### src/rtl/bus_area_params.svh
`ifndef BUS_AREA_PARAMS_SVH
`define BUS_AREA_PARAMS_SVH

// register byte addresses on the apb window
`define BCF_ADDR        12'h000
`define BCS_ADDR        12'h004
`define ADDR_LSB        2
`define ADDR_W          12
// first bus control register fields
`define BCF_RESET       16'h0000
`define BCF_ADDR_PU     15
`define BCF_DATA_PU     14
`define BCF_FLOAT_MEM   13
`define BCF_FLOAT_STB   12
`define BCF_ENDIAN      11
`define BCF_A5_CARD     1
`define BCF_A6_CARD     0
`define BCF_WMASK       16'hF7FF
// second bus control register (area 2-6 width)
`define BCS_RESET       16'h3FF0
`define BCS_WMASK       16'h3FF0
// address decode
`define AREA_MSB        28
`define AREA_LSB        26
`define CARD_IO_BIT     25
// widths (two-bit codes)
`define WID_BYTE        2'b01
`define WID_WORD        2'b10
`define WID_LONG        2'b11
// pull-up hold after bus release acknowledge
`define PULLUP_CYCLES   3'h4

`endif

### src/rtl/bus_area_pkg.sv
package bus_area_pkg;
    typedef enum logic [2:0] {
        AREA0, AREA1, AREA2, AREA3, AREA4, AREA5, AREA6, AREA7
    } area_e;

    typedef struct packed {
        logic        valid;
        logic [31:0] addr;
        logic [3:0]  byte_en;
    } access_s;

    typedef struct packed {
        logic [6:0]  sel_n;
        logic [1:0]  card_upper_n;
        logic        card_io;
        logic        card_dynsize;
        logic        internal;
        logic        reserved;
        logic [1:0]  width;
    } decode_s;

    typedef enum logic [1:0] {PU_IDLE, PU_HOLD, PU_DONE} pullup_e;

    typedef struct packed {
        logic [15:0] bcf;
        logic [15:0] bcs;
        logic        boot_done;
        logic [1:0]  boot_cnt;
        logic [1:0]  width_pin_s1;
        logic [1:0]  width_pin_s2;
        logic        endian_s1;
        logic        endian_s2;
        logic [1:0]  area0_width;
        logic        back_s1;
        logic        back_s2;
        pullup_e     pu_state;
        logic [2:0]  pu_cnt;
        logic [31:0] prdata;
        decode_s     dec;
    } state_s;
endpackage

### src/rtl/bus_area_decode.sv
// How it works
// - area chosen by address bits 28..26
// - bits 31..29 mirror areas every 0x20000000
// - card space areas 5,6; upper half I/O
// - boot pins set area 0 width
// - areas 2-6 width from register
// - card io sizing only little endian
// - registers 16 bits, reset only power-on
// - bit 11 read-only endian strap
// - bit 15 pulls address 4 cycles
// - bit 14 pulls data when idle
// - bit 13 low floats outputs in standby
// - bit 13 high drives outputs high
// - one select per area 0,2-6, card enables
`include "bus_area_params.svh"

module bus_area_decode (
    input  wire logic                  pclk,
    input  wire logic                  presetn,
    input  wire logic                  manual_reset_n,
    input  wire logic                  psel,
    input  wire logic                  penable,
    input  wire logic                  pwrite,
    input  wire logic [11:0]           paddr,
    input  wire logic [31:0]           pwdata,
    input  wire logic [3:0]            pstrb,
    output logic [31:0]                prdata,
    output logic                       pready,
    output logic                       pslverr,
    input  wire bus_area_pkg::access_s acc,
    input  wire logic                  card_io_16bit_ind,
    input  wire logic                  boot_width_pin_lo,
    input  wire logic                  boot_width_pin_hi,
    input  wire logic                  boot_endian_pin,
    input  wire logic                  standby,
    input  wire logic                  bus_release_ack,
    output bus_area_pkg::decode_s      dec,
    output logic                       little_endian,
    output logic                       addr_pullup,
    output logic                       data_pullup,
    output logic                       mem_out_force_high,
    output logic                       mem_out_float,
    output logic                       strobe_out_drive
);
    import bus_area_pkg::*;

    state_s s_q;
    state_s s_d;

    function automatic logic [1:0] bcs_width(input logic [15:0] r,
                                             input logic [2:0] a);
        logic [3:0] pos;
        pos = {a, 1'b0};
        return {r[pos + 4'h1], r[pos]};
    endfunction

    logic       wr_fire;
    logic       rd_fire;
    logic       hit_bcf;
    logic       hit_bcs;
    logic [2:0] area;
    logic [15:0] wmasked;

    assign hit_bcf = paddr == `BCF_ADDR;
    assign hit_bcs = paddr == `BCS_ADDR;
    assign wr_fire = psel && penable && pwrite;
    assign rd_fire = psel && penable && !pwrite;
    assign area    = acc.addr[`AREA_MSB:`AREA_LSB];

    always_comb begin
        s_d = s_q;
        wmasked = pwdata[15:0];
        // double-flop the pins before anything reads them
        s_d.width_pin_s1 = {boot_width_pin_hi, boot_width_pin_lo};
        s_d.width_pin_s2 = s_q.width_pin_s1;
        s_d.endian_s1    = boot_endian_pin;
        s_d.endian_s2    = s_q.endian_s1;
        s_d.back_s1      = bus_release_ack;
        s_d.back_s2      = s_q.back_s1;
        // straps caught once, after power-on release only
        // wait until the synchroniser holds the pin, not its reset value
        if (!s_q.boot_done) begin
            if (s_q.boot_cnt != 2'h2) begin
                s_d.boot_cnt = s_q.boot_cnt + 2'h1;
            end else begin
                s_d.boot_done   = 1'b1;
                s_d.area0_width = s_q.width_pin_s2;
                s_d.bcf[`BCF_ENDIAN] = s_q.endian_s2;
            end
        end
        if (wr_fire && s_q.boot_done) begin
            if (hit_bcf) begin
                if (!pstrb[0])
                    wmasked[7:0] = s_q.bcf[7:0];
                if (!pstrb[1])
                    wmasked[15:8] = s_q.bcf[15:8];
                s_d.bcf = (wmasked & `BCF_WMASK)
                        | (s_q.bcf & ~`BCF_WMASK);
            end else if (hit_bcs) begin
                wmasked = pwdata[15:0];
                if (!pstrb[0])
                    wmasked[7:0] = s_q.bcs[7:0];
                if (!pstrb[1])
                    wmasked[15:8] = s_q.bcs[15:8];
                s_d.bcs = wmasked & `BCS_WMASK;
            end
        end
        // latched in setup so it stands at the access edge
        if (psel && !penable && !pwrite)
            s_d.prdata = hit_bcf ? {16'h0000, s_q.bcf} :
                         hit_bcs ? {16'h0000, s_q.bcs} : 32'h0000_0000;
        // address pull-up for a fixed window after release ack
        case (s_q.pu_state)
            PU_IDLE: begin
                if (s_q.back_s2 && s_q.bcf[`BCF_ADDR_PU]) begin
                    s_d.pu_state = PU_HOLD;
                    s_d.pu_cnt   = `PULLUP_CYCLES;
                end
            end
            PU_HOLD: begin
                if (s_q.pu_cnt == 3'h1)
                    s_d.pu_state = PU_DONE;
                s_d.pu_cnt = s_q.pu_cnt - 3'h1;
            end
            PU_DONE: begin
                if (!s_q.back_s2)
                    s_d.pu_state = PU_IDLE;
            end
            default: s_d.pu_state = PU_IDLE;
        endcase
        // registered decode of the current access
        s_d.dec.sel_n        = 7'h7F;
        s_d.dec.card_upper_n = 2'b11;
        s_d.dec.card_io      = 1'b0;
        s_d.dec.card_dynsize = 1'b0;
        s_d.dec.internal     = 1'b0;
        s_d.dec.reserved     = 1'b0;
        s_d.dec.width        = `WID_LONG;
        if (acc.valid) begin
            case (area)
                3'd0:    s_d.dec.width = s_q.area0_width;
                3'd1:    s_d.dec.internal = 1'b1;
                3'd7:    s_d.dec.reserved = 1'b1;
                default: s_d.dec.width = bcs_width(s_q.bcs, area);
            endcase
            if (area != 3'd1 && area != 3'd7)
                s_d.dec.sel_n[area] = 1'b0;
            if ((area == 3'd5 && s_q.bcf[`BCF_A5_CARD]) ||
                (area == 3'd6 && s_q.bcf[`BCF_A6_CARD])) begin
                s_d.dec.card_io = acc.addr[`CARD_IO_BIT];
                // upper byte enable drives the second card enable
                if (acc.byte_en[1])
                    s_d.dec.card_upper_n[area == 3'd6] = 1'b0;
                s_d.dec.card_dynsize = acc.addr[`CARD_IO_BIT]
                    && s_q.bcf[`BCF_ENDIAN]
                    && card_io_16bit_ind;
            end
        end
        // manual reset: synchronisers keep running, registers kept
        if (!manual_reset_n) begin
            s_d.pu_state         = PU_IDLE;
            s_d.pu_cnt           = 3'h0;
            s_d.dec.sel_n        = 7'h7F;
            s_d.dec.card_upper_n = 2'b11;
        end
    end

    // manual reset keeps registers, only power-on clears them
    always_ff @(posedge pclk or negedge presetn) begin
        if (!presetn) begin
            s_q.bcf          <= `BCF_RESET;
            s_q.bcs          <= `BCS_RESET;
            s_q.boot_done    <= 1'b0;
            s_q.boot_cnt     <= 2'h0;
            s_q.width_pin_s1 <= 2'b00;
            s_q.width_pin_s2 <= 2'b00;
            s_q.endian_s1    <= 1'b0;
            s_q.endian_s2    <= 1'b0;
            s_q.area0_width  <= `WID_BYTE;
            s_q.back_s1      <= 1'b0;
            s_q.back_s2      <= 1'b0;
            s_q.pu_state     <= PU_IDLE;
            s_q.pu_cnt       <= 3'h0;
            s_q.prdata       <= 32'h0000_0000;
            s_q.dec          <= '{sel_n: 7'h7F, card_upper_n: 2'b11,
                                  width: `WID_BYTE, default: 1'b0};
        end else begin
            s_q <= s_d;
        end
    end

    assign prdata             = s_q.prdata;
    assign pready             = 1'b1;
    assign pslverr            = psel && penable && !(hit_bcf || hit_bcs);
    assign dec                = s_q.dec;
    assign little_endian      = s_q.bcf[`BCF_ENDIAN];
    assign addr_pullup        = s_q.pu_state == PU_HOLD;
    assign data_pullup        = s_q.bcf[`BCF_DATA_PU]
                                && &s_q.dec.sel_n;
    assign mem_out_float      = standby && !s_q.bcf[`BCF_FLOAT_MEM];
    assign mem_out_force_high = standby && s_q.bcf[`BCF_FLOAT_MEM];
    assign strobe_out_drive   = s_q.bcf[`BCF_FLOAT_STB];

    a_pullup_len: assert property (@(posedge pclk) disable iff (!presetn)
        $rose(addr_pullup) |-> addr_pullup [*4] ##1 !addr_pullup)
        else $error("address pull-up not exactly four cycles");
    a_area1_nosel: assert property (@(posedge pclk) disable iff (!presetn)
        dec.internal |-> dec.sel_n == 7'h7F)
        else $error("area 1 asserted an external select");
    a_mirror_sel: assert property (@(posedge pclk) disable iff (!presetn)
        acc.valid && acc.addr[28:26] == 3'd4 && manual_reset_n
        |=> !dec.sel_n[4])
        else $error("mirror did not reach area 4");
    a_endian_ro: assert property (@(posedge pclk) disable iff (!presetn)
        s_q.boot_done && $past(s_q.boot_done)
        |-> $stable(little_endian))
        else $error("endian flag changed after boot");
    a_standby_out: assert property (@(posedge pclk) disable iff (!presetn)
        standby |-> mem_out_float != mem_out_force_high)
        else $error("standby output state ambiguous");
    a_dynsize_be: assert property (@(posedge pclk) disable iff (!presetn)
        !little_endian |-> !dec.card_dynsize)
        else $error("card sizing active in big endian");
    a_reserved_sel: assert property (@(posedge pclk) disable iff (!presetn)
        dec.reserved |-> &dec.sel_n)
        else $error("reserved area drove a select");
    a_one_select: assert property (@(posedge pclk) disable iff (!presetn)
        $countones(~dec.sel_n) <= 1)
        else $error("more than one area select");
    c_pullup: cover property (@(posedge pclk) disable iff (!presetn)
        $rose(addr_pullup));
    c_card_io: cover property (@(posedge pclk) disable iff (!presetn)
        dec.card_io);
    c_bcf_wr: cover property (@(posedge pclk) disable iff (!presetn)
        wr_fire && hit_bcf);
endmodule

### config.mk
export PLATFORM = sky130hd
export DESIGN_NAME = bus_area_decode
export DESIGN_NICKNAME = d
export VERILOG_FILES = /design/src/rtl/bus_area_pkg.sv /design/src/rtl/bus_area_decode.sv
export VERILOG_INCLUDE_DIRS = /design/src /design/src/rtl
export SDC_FILE = /design/constraint.sdc
export NUM_CORES = 1
export LEC_CHECK = 0
export ABC_AREA = 0
export ABC_CLOCK_PERIOD_IN_PS = 2600
export BUFFER_PORTS_ARGS = -buffer_cell sky130_fd_sc_hd__buf_2
export CORE_MARGIN = 4
export CORE_UTILIZATION = 53
export CTS_BUF_LIST = sky130_fd_sc_hd__clkbuf_8
export DETAILED_ROUTE_END_ITERATION = 10
export PLACE_DENSITY = 0.93
export SLEW_MARGIN = 20
export SYNTH_ARGS = -nofsm -noshare
export SYNTH_HDL_FRONTEND = slang
export SYNTH_SLANG_ARGS = --single-unit
### constraint.sdc
create_clock -name pclk -period 2.6 [get_ports pclk]
set_clock_uncertainty 0.15 [all_clocks]
set_input_delay 0.52 -clock pclk [delete_from_list [all_inputs] [get_ports pclk]]
set_output_delay 0.52 -clock pclk [all_outputs]
set_load 0.01 [all_outputs]
# After elaboration in Yosys (flattened, before gate mapping)

Index checks and enable logic that the tools add are counted.

Order comparisons: 6
Equality and inequality tests: 15
Multiplexer cells: 41
Bitwise operators: 6
Reductions and logical operators: 35
$add $sub $neg: 3

Operators with widths:

| operator            | count |
|---|---|
| $mux 8              | 7 |
| $mux 14             | 3 |
| $mux 28             | 1 |
| $logic_and 1x1->1   | 17 |
| $mux 16             | 1 |
| $or 16x12->16       | 1 |
| $mux 15             | 1 |
| $eq 12x3->1 const B | 1 |
| $logic_not 12->1    | 1 |
| $mux 12             | 1 |
| $lt 4x5->1 const B  | 2 |
| $mux 5              | 2 |
| $eq 3x3->1 const B  | 3 |
| $mux 1              | 9 |
| $mux 9              | 1 |
| $ne 3x3->1 const B  | 3 |
| $mux 2              | 4 |
| $reduce_and 2->1    | 4 |
| $reduce_and 4->1    | 2 |
| $mux 7              | 1 |
| $not 7->7           | 1 |
| $reduce_and 7->1    | 1 |
| $eq 3x1->1 const B  | 2 |
| $mux 6              | 1 |
| other kinds (29)    | 36 |

Logic and storage cells: 129
Flip-flop bits (word level): 91
Input bits: 97
Output and inout bits: 55

# Depth between registers and ports, before layout

Gate-level depths: netlist of the first run.

Depth in word-level cells: 10
Gate-level depth with buffers: 6
Depth with buffers taken out: 6

# Worst setup path before layout of the first run

OpenSTA, ideal clock, no wires.

Path kind: input to register
From: in paddr[6]
To: reg s_q[89] in the netlist's numbering
Cell stages on the path: 4
Buffers on the path: 0
Slack: 0.630 ns
Data required time: 2.325 ns
Setup time: 0.125 ns
Arrival: 1.695 ns
Cells stage by stage: nor4_4 > nand4b_4 > nor2_4 > mux2_2

Word-level cells in the longest chain between the ends: 2

RTL lines:

| element                    | line                  | RTL |
|---|---|---|
| from (decl)                | bus_area_decode.sv:24 | `input wire logic [11:0] paddr,` |
| $logic_not 12->1 (no line) | -                     |  |
| $reduce_and 2->1 (no line) | -                     |  |
| to (decl)                  | bus_area_decode.sv:47 | `state_s s_q;` |

Every way passes these cells.
A chain may end at the register's enable or synchronous reset.

# Final worst setup path of the first run

From: in paddr[3]
To: out pslverr

Word-level cells in the longest chain between the ends: 4
Elaborated cells on any way between the ends: 5
Those cells by class: 1 x eq/ne; 4 x reduce/logical

RTL lines:

| element                                                          | line                   | RTL |
|---|---|---|
| $eq 12x3->1 (no line) / $logic_not 12->1 (equally long branches) | -                      |  |
| $logic_or 1x1->1 *                                               | bus_area_decode.sv:194 | `assign pslverr = psel && penable && !(hit_bcf \|\| hit_bcs);` |
| $logic_not 1->1 *                                                | bus_area_decode.sv:194 |  |
| $logic_and 1x1->1 *                                              | bus_area_decode.sv:194 |  |
| to (decl)                                                        | bus_area_decode.sv:29  | `output logic pslverr,` |

Mark *: on every way between the ends. The rest lies on a longest branch, timed or not.

==> results.py, run 1 <==
metrics = {
    "synth": {
        "synth_ff_type": "dfrtp_1",
        "synth.distinct_cells": 47,
        "synth_enable_flop_cells": 0,
        "synth_cells": 285,
        "synthArstFlopShare": 1.000,
        "syn_area_um2": 3527,
        "synth_seq_area_share": 0.5396,
        "syn_area_per_cell_um2": 12.38,
        "ys.warnings.count": 0,
        "synth_seq_cells": 75,
    },
    "route": {
        "ant_nets": 0,
        "routed_wirelength_mm": 6.997,
        "via_per_inst": 5.355,
        "drc": 0,
        "vias": 2276,
        "wl_per_cell_um": 16.46,
        "drt_iter0_markers": 92,
        "firstDrtPassIters": 4,
    },
    "grt": {
        "antenna_found_initial": 0,
        "grt_pass1_vias": 2276,
        "grt_overflow_total": 0,
        "grt_max_degree": 52,
        "track_usage": 0.1851,
        "grt_pass1_wl_mm": 10.96,
    },
    "timing": {
        "worstMarginPinSlew_ns": 0.5509,
        "hold_violations": 0,
        "finalCriticalPeriod_ns": 2.052,
        "tns_ns": 0,
        "drv_slew": 0,
        "fmax_mhz": 487.4,
        "layout_setup_ws_ns": 0.5481,
        "finalCritPeriodShare": 0.7892,
        "setup_viol": 0,
        "slew-limit-headroom": 0.6327,
        "rsz0062_at_grt": "no",
    },
    "hold_path": {
        "hold_class": "in2async",
    },
    "worst_setup_path": {
        "reg2reg_depth": 4,
        "crit_path_end_kind": "output port",
        "r2r_setup_slack_ns": 0.87,
        "crit_fanout": 3,
        "timing.rr.end": "s_q[49]",
        "cp-start-kind": "input pin",
        "worstPathRequired_ns": 1.93,
        "critPathArrivalTime_ns": 1.38,
        "path_class": "in2out",
        "rr_startpoint": "s_q[51]",
    },
    "power": {
        "p_sw_frac": 0.2432,
        "power_density_nw_per_um2": 570.2,
        "peakVddDrop_uv": 264.9,
        "switching_power_w": 0.0005453,
        "p_comb_frac": 0.078,
        "clock_power_share": 0.384,
        "p_int_w": 0.001697,
        "power_frac_seq": 0.538,
        "cellLeakagePower_nw": 1.990,
    },
    "cells_and_area": {
        "syn2layout_area_growth_pct": 11.49,
        "antenna_cells": 0,
        "final_nets": 443,
        "drive_above_1_share": 0.4569,
    },
    "floorplan": {
        "die_h_um": 89.58,
        "rows": 29,
        "ios": 152,
        "fp.dieArea_um2": 8024,
        "start_util": 0.5492,
        "core_um2": 6422,
        "fp.dieW_um": 89.58,
    },
    "placement": {
        "hpwl_mm": 5.331,
        "dp_slack_ns": 0.3100,
        "place.gp.congestion": 0.8006,
        "io_buffer_count": 85,
    },
    "clocking": {
        "cts_tree": "built",
        "holdBufCountCts": 0,
        "cts_num_sinks": 75,
        "path_clk_slew_ns": 0.08,
        "clk_latency_ns": 0.34,
        "cts_resized": 0,
        "cts_max_path_buffers": 2,
        "h-tree-depth": 3,
        "cts_buffers": 9,
        "post_cts_buffers": 0,
        "clockRootBuffer": "clkbuf_8",
    },
    "job": {
        "drv_cap": 0,
    },
    "status": {
        "status": "complete, no violations",
    },
}
[worst max-delay path, stage by stage]
cell	delay, ns
buf_2	0.11
nor4_4	0.45
a31oi_1	0.14
buf_2	0.16
[how the worst max path moves through the flow]
stage | start | slack, ns | to
after floorplan | paddr[6] | 0.63 | s_q[89]
after global placement | paddr[3] | 0.38 | s_q[96]
after detailed placement | paddr[3] | 0.31 | s_q[91]
after CTS | paddr[3] | 0.54 | pslverr
after global routing | paddr[3] | 0.49 | pslverr
final | paddr[3] | 0.55 | pslverr
[logic make-up after synthesis]
kind of cell | synth area share
buffers and inverters | 0.1213
DFF | 0.5396
other | 0.002129
xor gates and xnor gates | 0.002484
and+or+nand+nor | 0.1433
AOI/OAI and AO/OA | 0.08550
muxes | 0.09507
adders and majority gates | 0.01064
[per-stage QoR]
stage	std cells	cell area (um2)	utilization	hold WS, ns	total power, W
5_1_grt	425	3933	0.6123	0.03222	0.002343
3_3_place_gp	409	3739	0.5821	0.1813	0.001392
6_report	425	3933	0.6123	0.0008853	0.002242
4_1_cts	425	3933	0.6123	0.003050	0.002266
2_1_floorplan	301	3587	-	0.07441	0.001330
3_5_place_dp	409	3739	0.5821	0.1878	0.001403
[power groups by stage]
stage / Combinational [W] / Clock, W / Sequential (W)
after detailed placement: 0.000175 / 0 / 0.00123
after global routing: 0.000197 / 0.000937 / 0.00121
after global placement: 0.000167 / 0 / 0.00123
after floorplan: 0.000106 / 0 / 0.00122
after CTS: 0.000176 / 0.000884 / 0.00121
final: 0.000176 / 0.000860 / 0.00121
[registers in the layout, summed over array words and instances, names as in the netlist]
register,flops
dec,15
little_endian,1
prdata,16
s_d,4
s_q,38
strobe_out_drive,1
[cells in the final DEF (no fill, tap or decap), drive strengths merged, types with 2 or more instances in the layout]
cell      count
nor2         16
nand4         5
clkinv        2
clkinvlp      3
nand3         2
nor4          2
dfrtp        54
nor2b         4
ha            3
mux2i         2
nor3          3
a21oi         2
a22o          8
conb         18
buf          87
nand2        17
and2         11
a31oi         2
inv           9
nand2b        3
clkbuf        9
a221o        10
mux2         28
nand3b        2
o21ai         5
and3          4
dfstp        21
[metal layers]
layer | global-route usage | vias to the layer above | part of all wire
met5 | 0 | - | 0
met4 | 0.08525 | 0 | 0.016
met3 | 0.04288 | 8 | 0.061
met2 | 0.3118 | 93 | 0.50
met1 | 0.2253 | 1135 | 0.42
li1 | - | 1040 | -
[synth_stat cells (3+ instances only)]
cell type	n	area share
buf_4	48	0.10
a22o_1	8	0.020
dfrtp_1	54	0.38
clkbuf_1	7	0.0075
and3_1	4	0.0071
dfstp_2	21	0.16
nand2b_1	3	0.0053
mux2_2	14	0.045
nor2b_1	4	0.0071
a221o_2	10	0.032
nor2_1	10	0.011
nand4_1	4	0.0071
ha_1	3	0.011
mux2_1	14	0.045
inv_1	8	0.0085
nand2_1	17	0.018
and2_1	11	0.020
o21ai_0	5	0.0071
nor2_4	4	0.013
[final cells by class]
cell class	count	area, um2
clock buffer	9	123.9
clock inverter	7	70.07
fill	536	2490
inverter	8	30.03
multi-input combinational	162	1256
sequential	75	1903
tap	77	96.34
timing repair buffer	87	452.9
No activity file was read; power rests on OpenSTA's default activity.
==> inputs of run 2 (changes only) <==
- ABC_AREA: 0 -> 1
- ABC_CLOCK_PERIOD_IN_PS: 2600 -> 2000
- CORE_UTILIZATION: 53 -> 50
- PLACE_DENSITY: 0.93 -> 0.87
- clock period: 2.6 -> 2 ns (I/O delays scaled with it)
==> run 2 against run 1 <==
Net effect:
- wire length rose by 9.1%
- count of clock-buffer cells in the layout rose by 2
- non-clock buffer count rose by 9
- setup slack got worse by 0.28 ns
- synthesized area rose by 8.6%
- sequential power rose by 33%
==> results.py, run 2 <==
metrics = {
    "clocking": {
        "clk_latency_ns": 0.34,
        "cts_max_path_buffers": 2,
        "clockRootBuffer": "clkbuf_8",
        "cts_tree": "built",
        "cts_num_sinks": 75,
        "h-tree-depth": 3,
        "path_clk_slew_ns": 0.07,
        "post_cts_buffers": 0,
        "cts_resized": 0,
        "cts_buffers": 9,
        "holdBufCountCts": 5,
    },
    "synth": {
        "synth_seq_area_share": 0.4969,
        "syn_area_per_cell_um2": 8.704,
        "synthArstFlopShare": 1.000,
        "synth_ff_type": "dfrtp_1",
        "ys.warnings.count": 0,
        "synth_top_area_share": 0.3528,
        "syn_area_um2": 3830,
        "yosys.area.top_type": "dfrtp_1",
        "synth_seq_cells": 75,
        "synth.distinct_cells": 32,
        "synthTopCellsByArea": "dfrtp_1 (35%), dfstp_2 (14%), nand2_1 (9.8%)",
        "synth_enable_flop_cells": 0,
        "yosysMostFrequentCell": "nand2_1",
        "synthTopCellsByCount": "nand2_1 (100), inv_1 (64), dfrtp_1 (54)",
        "synth_cells": 440,
    },
    "worst_setup_path": {
        "path_buf_inv": 1,
        "critPathArrivalTime_ns": 1.18,
        "crit_chain": "nand4_1 > nor2_1 > buf_2",
        "r2r_setup_slack_ns": 0.50,
        "crit_path_end_kind": "output port",
        "worstPathRequired_ns": 1.45,
        "reg2reg_depth": 5,
        "timing.rr.end": "s_q[82]",
        "slowest_delay_ns": 0.53,
        "slowest_stage": "dfstp_2",
        "path_class": "reg2out",
        "cp_top_family": "flip-flops",
        "rr_startpoint": "s_q[64]",
        "cp-start-kind": "flip-flop",
        "crit_fanout": 2,
    },
    "power": {
        "peakVddDrop_uv": 319.2,
        "cellLeakagePower_nw": 2.533,
        "power_density_nw_per_um2": 753.0,
    },
    "route": {
        "vias": 2887,
        "firstDrtPassIters": 4,
        "wl_per_cell_um": 12.52,
        "drc": 0,
        "drt_iter0_markers": 138,
        "via_per_inst": 4.733,
        "ant_nets": 0,
        "routed_wirelength_mm": 7.636,
    },
    "cells_and_area": {
        "drive_above_1_share": 0.3112,
        "mostFrequentLayoutCells": "nand2_1 (100), buf_2 (85), inv_1 (65)",
        "final_nets": 606,
        "reg_top3": "s_q x38, prdata x16, dec x15",
        "layout_commonest_cell": "nand2_1",
        "largest_reg_flops": 38,
        "syn2layout_area_growth_pct": 13.88,
        "antenna_cells": 0,
        "largest_register": "s_q",
    },
    "placement": {
        "place.gp.congestion": 0.8557,
        "dp_slack_ns": 0.1323,
        "hpwl_mm": 5.924,
        "io_buffer_count": 85,
    },
    "timing": {
        "tns_ns": 0,
        "layout_setup_ws_ns": 0.2711,
        "rsz0062_at_grt": "no",
        "finalCriticalPeriod_ns": 1.729,
        "drv_slew": 0,
        "slew-limit-headroom": 0.6189,
        "finalCritPeriodShare": 0.8644,
        "worstMarginPinSlew_ns": 0.5716,
        "fmax_mhz": 578.4,
        "hold_violations": 0,
        "setup_viol": 0,
    },
    "grt": {
        "grt_overflow_total": 0,
        "grt_pass1_wl_mm": 12.72,
        "grt_pass1_vias": 2808,
        "antenna_found_initial": 0,
        "grt_max_degree": 31,
        "track_usage": 0.1818,
    },
    "floorplan": {
        "fp.dieArea_um2": 9124,
        "die_h_um": 95.52,
        "core_um2": 7331,
        "rows": 31,
        "ios": 152,
        "start_util": 0.5224,
        "fp.dieW_um": 95.52,
    },
    "job": {
        "drv_cap": 0,
    },
    "status": {
        "status": "complete, no violations",
    },
    "hold_path": {
        "hold_end": "dec[7]",
        "min_path_cells": 2,
        "worstHoldStart": "acc[1]",
        "hold_class": "in2reg",
    },
}
==> run 2: cell count changes in the layout (fill, tap and decap cells not counted), sizes merged, moves of 5 or more <==
| cell | change |
|---|---|
| o21ai | +18 |
| dlygate4sd3 | +5 |
| and2 | -10 |
| nor2 | +27 |
| a221o | -10 |
| mux2 | -26 |
| a22o | -8 |
| nand3 | +35 |
| inv | +56 |
| nand2 | +89 |
==> run 2: cell families (layout without fill, tap and decap cells) <==
kind of cell | count (synthesis) | in the layout | synth area share
xor+xnor | 1 | 1 | 0.002287
flops | 75 | 75 | 0.4969
buf+inv | 122 | 177 | 0.1748
other cells | 2 | 18 | 0.001961
simple gates | 200 | 200 | 0.2427
compound gates | 34 | 34 | 0.06305
mux | 3 | 3 | 0.008494
fa+ha+maj | 3 | 3 | 0.009802
==> run 2: area by class of cell <==
class | count | area [um2]
clock buffer | 11 | 151.4
clock inverter | 5 | 76.32
fill | 652 | 2969
inverter | 65 | 244.0
multi-input combinational | 259 | 1318
sequential | 75 | 1903
tap | 99 | 123.9
timing repair buffer | 96 | 545.5
==> run 2: where the power goes <==
group / total, W / internal, W / switching (W)
Combinational: 0.000382 / 0.000137 / 0.000245
Clock: 0.00129 / 0.000764 / 0.000531
Sequential: 0.00161 / 0.00158 / 0.0000280
Total: 0.00328 / 0.00248 / 0.000804
==> run 2: worst max-delay path by stage <==
stage | startpoint | end | slack [ns] | cells after the start
2_1_floorplan | paddr[11] | s_q[87] | 0.51 | 7
3_3_place_gp | paddr[11] | s_q[88] | 0.19 | 7
3_5_place_dp | paddr[5] | s_q[87] | 0.13 | 7
4_1_cts | dec[14] | data_pullup | 0.25 | 3
5_1_grt | dec[12] | data_pullup | 0.21 | 3
6_report | dec[14] | data_pullup | 0.27 | 3
==> run 2: layer usage <==
layer	track usage	wire length, um
met5	0	0
met4	0.07346	172
met3	0.03631	548
met2	0.2970	3653
met1	0.2363	3260
==> run 2: through the flow <==
stage               hold slack [ns]  instance area [um2]  instances  utilization  power, W
CTS                         0.08563                 4362        610       0.5950  0.003318
detailed placement           0.1864                 4084        589       0.5571  0.002011
floorplan                  -0.04559                 3890        456            -  0.001874
global route                0.09786                 4362        610       0.5950  0.003469
finish                       0.1028                 4362        610       0.5950  0.003284
global placement             0.1841                 4084        589       0.5571  0.001985
==> inputs of run 3 (changes only) <==
==> constraint.sdc (replaced) <==
create_clock -name pclk -period 2 [get_ports pclk]
set_clock_uncertainty 0.15 [all_clocks]
set_input_delay 0.3 -clock pclk [delete_from_list [all_inputs] [get_ports pclk]]
set_output_delay 0.3 -clock pclk [all_outputs]
set_load 0.01 [all_outputs]
==> run 3 against run 2 <==
Net effect:
- utilization barely moved
- sequential share of layout area barely moved
- combinational power rose by 1%
- largest power group unchanged
- wire length rose by 3.9%
- cell count did not move
- critical path depth did not move
- count of clock-buffer cells in the layout did not move
- highest routed layer unchanged
==> results.py, run 3 (same netlist as run 2, synthesis figures left out) <==
metrics = {
    "cells_and_area": {
        "layout_commonest_cell": "nand2_1",
        "drive_above_1_share": 0.3092,
        "largest_reg_flops": 38,
        "largest_register": "s_q",
        "mostFrequentLayoutCells": "nand2_1 (100), buf_2 (85), inv_1 (65)",
        "antenna_cells": 0,
        "syn2layout_area_growth_pct": 13.95,
        "final_nets": 606,
        "n_fill_cell": 638,
        "reg_top3": "s_q x38, prdata x16, dec x15",
    },
    "power": {
        "p_sw_frac": 0.2488,
        "cellLeakagePower_nw": 2.532,
        "p_int_w": 0.002482,
        "peakVddDrop_uv": 300.6,
        "power_density_nw_per_um2": 757.1,
        "p_comb_frac": 0.117,
        "power_frac_seq": 0.486,
        "clock_power_share": 0.397,
        "switching_power_w": 0.0008219,
    },
    "route": {
        "firstDrtPassIters": 4,
        "via_per_inst": 4.790,
        "routed_wirelength_mm": 7.930,
        "ant_nets": 0,
        "wl_per_cell_um": 13.00,
        "vias": 2922,
        "drt_iter0_markers": 139,
        "drc": 0,
    },
    "worst_setup_path": {
        "reg2reg_depth": 5,
        "crit_path_end_kind": "output port",
        "rr_startpoint": "s_q[64]",
        "timing.rr.end": "s_q[85]",
        "crit_fanout": 2,
        "path_class": "reg2out",
        "startpoint": "dec[14]",
        "cp-start-kind": "flip-flop",
        "r2r_setup_slack_ns": 0.49,
        "worstPathRequired_ns": 1.55,
        "critPathArrivalTime_ns": 1.20,
        "crit_path_end": "data_pullup",
    },
    "floorplan": {
        "fp.dieW_um": 95.52,
        "die_h_um": 95.52,
        "start_util": 0.5224,
        "rows": 31,
        "core_um2": 7331,
        "ios": 152,
        "fp.dieArea_um2": 9124,
    },
    "placement": {
        "dp_slack_ns": 0.2433,
        "hpwl_mm": 5.971,
        "io_buffer_count": 85,
        "place.gp.congestion": 0.8601,
    },
    "timing": {
        "drv_slew": 0,
        "worstMarginPinSlew_ns": 0.5914,
        "finalCritPeriodShare": 0.8270,
        "fmax_mhz": 604.6,
        "setup_viol": 0,
        "tns_ns": 0,
        "layout_setup_ws_ns": 0.3460,
        "finalCriticalPeriod_ns": 1.654,
        "hold_violations": 0,
        "rsz0062_at_grt": "no",
        "slew-limit-headroom": 0.6057,
    },
    "clocking": {
        "cts_buffers": 9,
        "post_cts_buffers": 0,
        "h-tree-depth": 3,
        "cts_tree": "built",
        "cts_num_sinks": 75,
        "clk_latency_ns": 0.35,
        "clockRootBuffer": "clkbuf_8",
        "cts_max_path_buffers": 2,
        "path_clk_slew_ns": 0.08,
    },
    "job": {
        "drv_cap": 0,
    },
    "hold_path": {
        "hold_class": "in2reg",
    },
    "grt": {
        "grt_max_degree": 31,
        "grt_overflow_total": 0,
        "track_usage": 0.1820,
        "grt_pass1_wl_mm": 12.68,
        "grt_pass1_vias": 2807,
        "antenna_found_initial": 0,
    },
    "status": {
        "status": "complete, no violations",
    },
}
## run 3: changes by cell type in the layout (fill, tap and decap cells not counted), sizes merged
| cell | before | now |
|---|---|---|
| dlygate4sd3 | 5 | 6 |
| buf | 91 | 90 |
## run 3: how the worst min path moves through the flow
stage / from / to / slack, ns / cells after the start
finish: pwdata[14] / s_q[95] / 0.04 / 3
global route: pwdata[15] / s_q[96] / 0.04 / 3
CTS: pwdata[10] / s_q[91] / 0.03 / 3
detailed placement: presetn / s_d[56] / 0.18 / 1
global placement: presetn / s_d[56] / 0.18 / 1
floorplan: presetn / dec[1] / -0.15 / 0
## run 3: what timing repair did
item / 4_1_cts / 5_1_grt
hold buffers: 6 / 0
resized for setup: 0 / 0
endpoints found under the hold margin: 20 / 0
## run 3: layer usage
layer	track usage	up-vias	part of all wire
met5	0	-	0
met4	0.1043	0	0.033
met3	0.02447	20	0.060
met2	0.3023	105	0.47
met1	0.2269	1365	0.43
li1	-	1432	-
## run 3: metrics by stage
step | power [W] | hold slack (ns) | std cells | utilization | area, um2
4_1_cts | 0.003333 | 0.02894 | 610 | 0.5953 | 4364
3_3_place_gp | 0.001984 | 0.1765 | 588 | 0.5561 | 4076
6_report | 0.003304 | 0.04169 | 610 | 0.5953 | 4364
5_1_grt | 0.003457 | 0.03794 | 610 | 0.5953 | 4364
2_1_floorplan | 0.001874 | -0.1456 | 456 | - | 3890
3_5_place_dp | 0.002011 | 0.1759 | 588 | 0.5561 | 4076
## run 3: power groups by stage
stage	clock network (W)	logic [W]	registers, W
2_1_floorplan	0	0.000246	0.00163
3_3_place_gp	0	0.000353	0.00163
3_5_place_dp	0	0.000376	0.00164
6_report	0.00131	0.000386	0.00161
4_1_cts	0.00134	0.000388	0.00161
5_1_grt	0.00140	0.000445	0.00161
## run 3: area by class of cell
class / instances / area, um2 / area share
Clock buffer: 11 / 151.4 / 0.03469
Clock inverter: 5 / 76.32 / 0.01749
Inverter: 65 / 244.0 / 0.05591
Multi-Input combinational cell: 259 / 1318 / 0.3019
Sequential cell: 75 / 1903 / 0.4361
Tap cell: 99 / 123.9 / 0.02838
Timing Repair Buffer: 96 / 548.0 / 0.1256
## run 3: worst max-delay path, cell delays in order (launching register included)
cell	delay (ns)
dfstp_2	0.53
nand4_1	0.10
nor2_1	0.10
buf_2	0.13
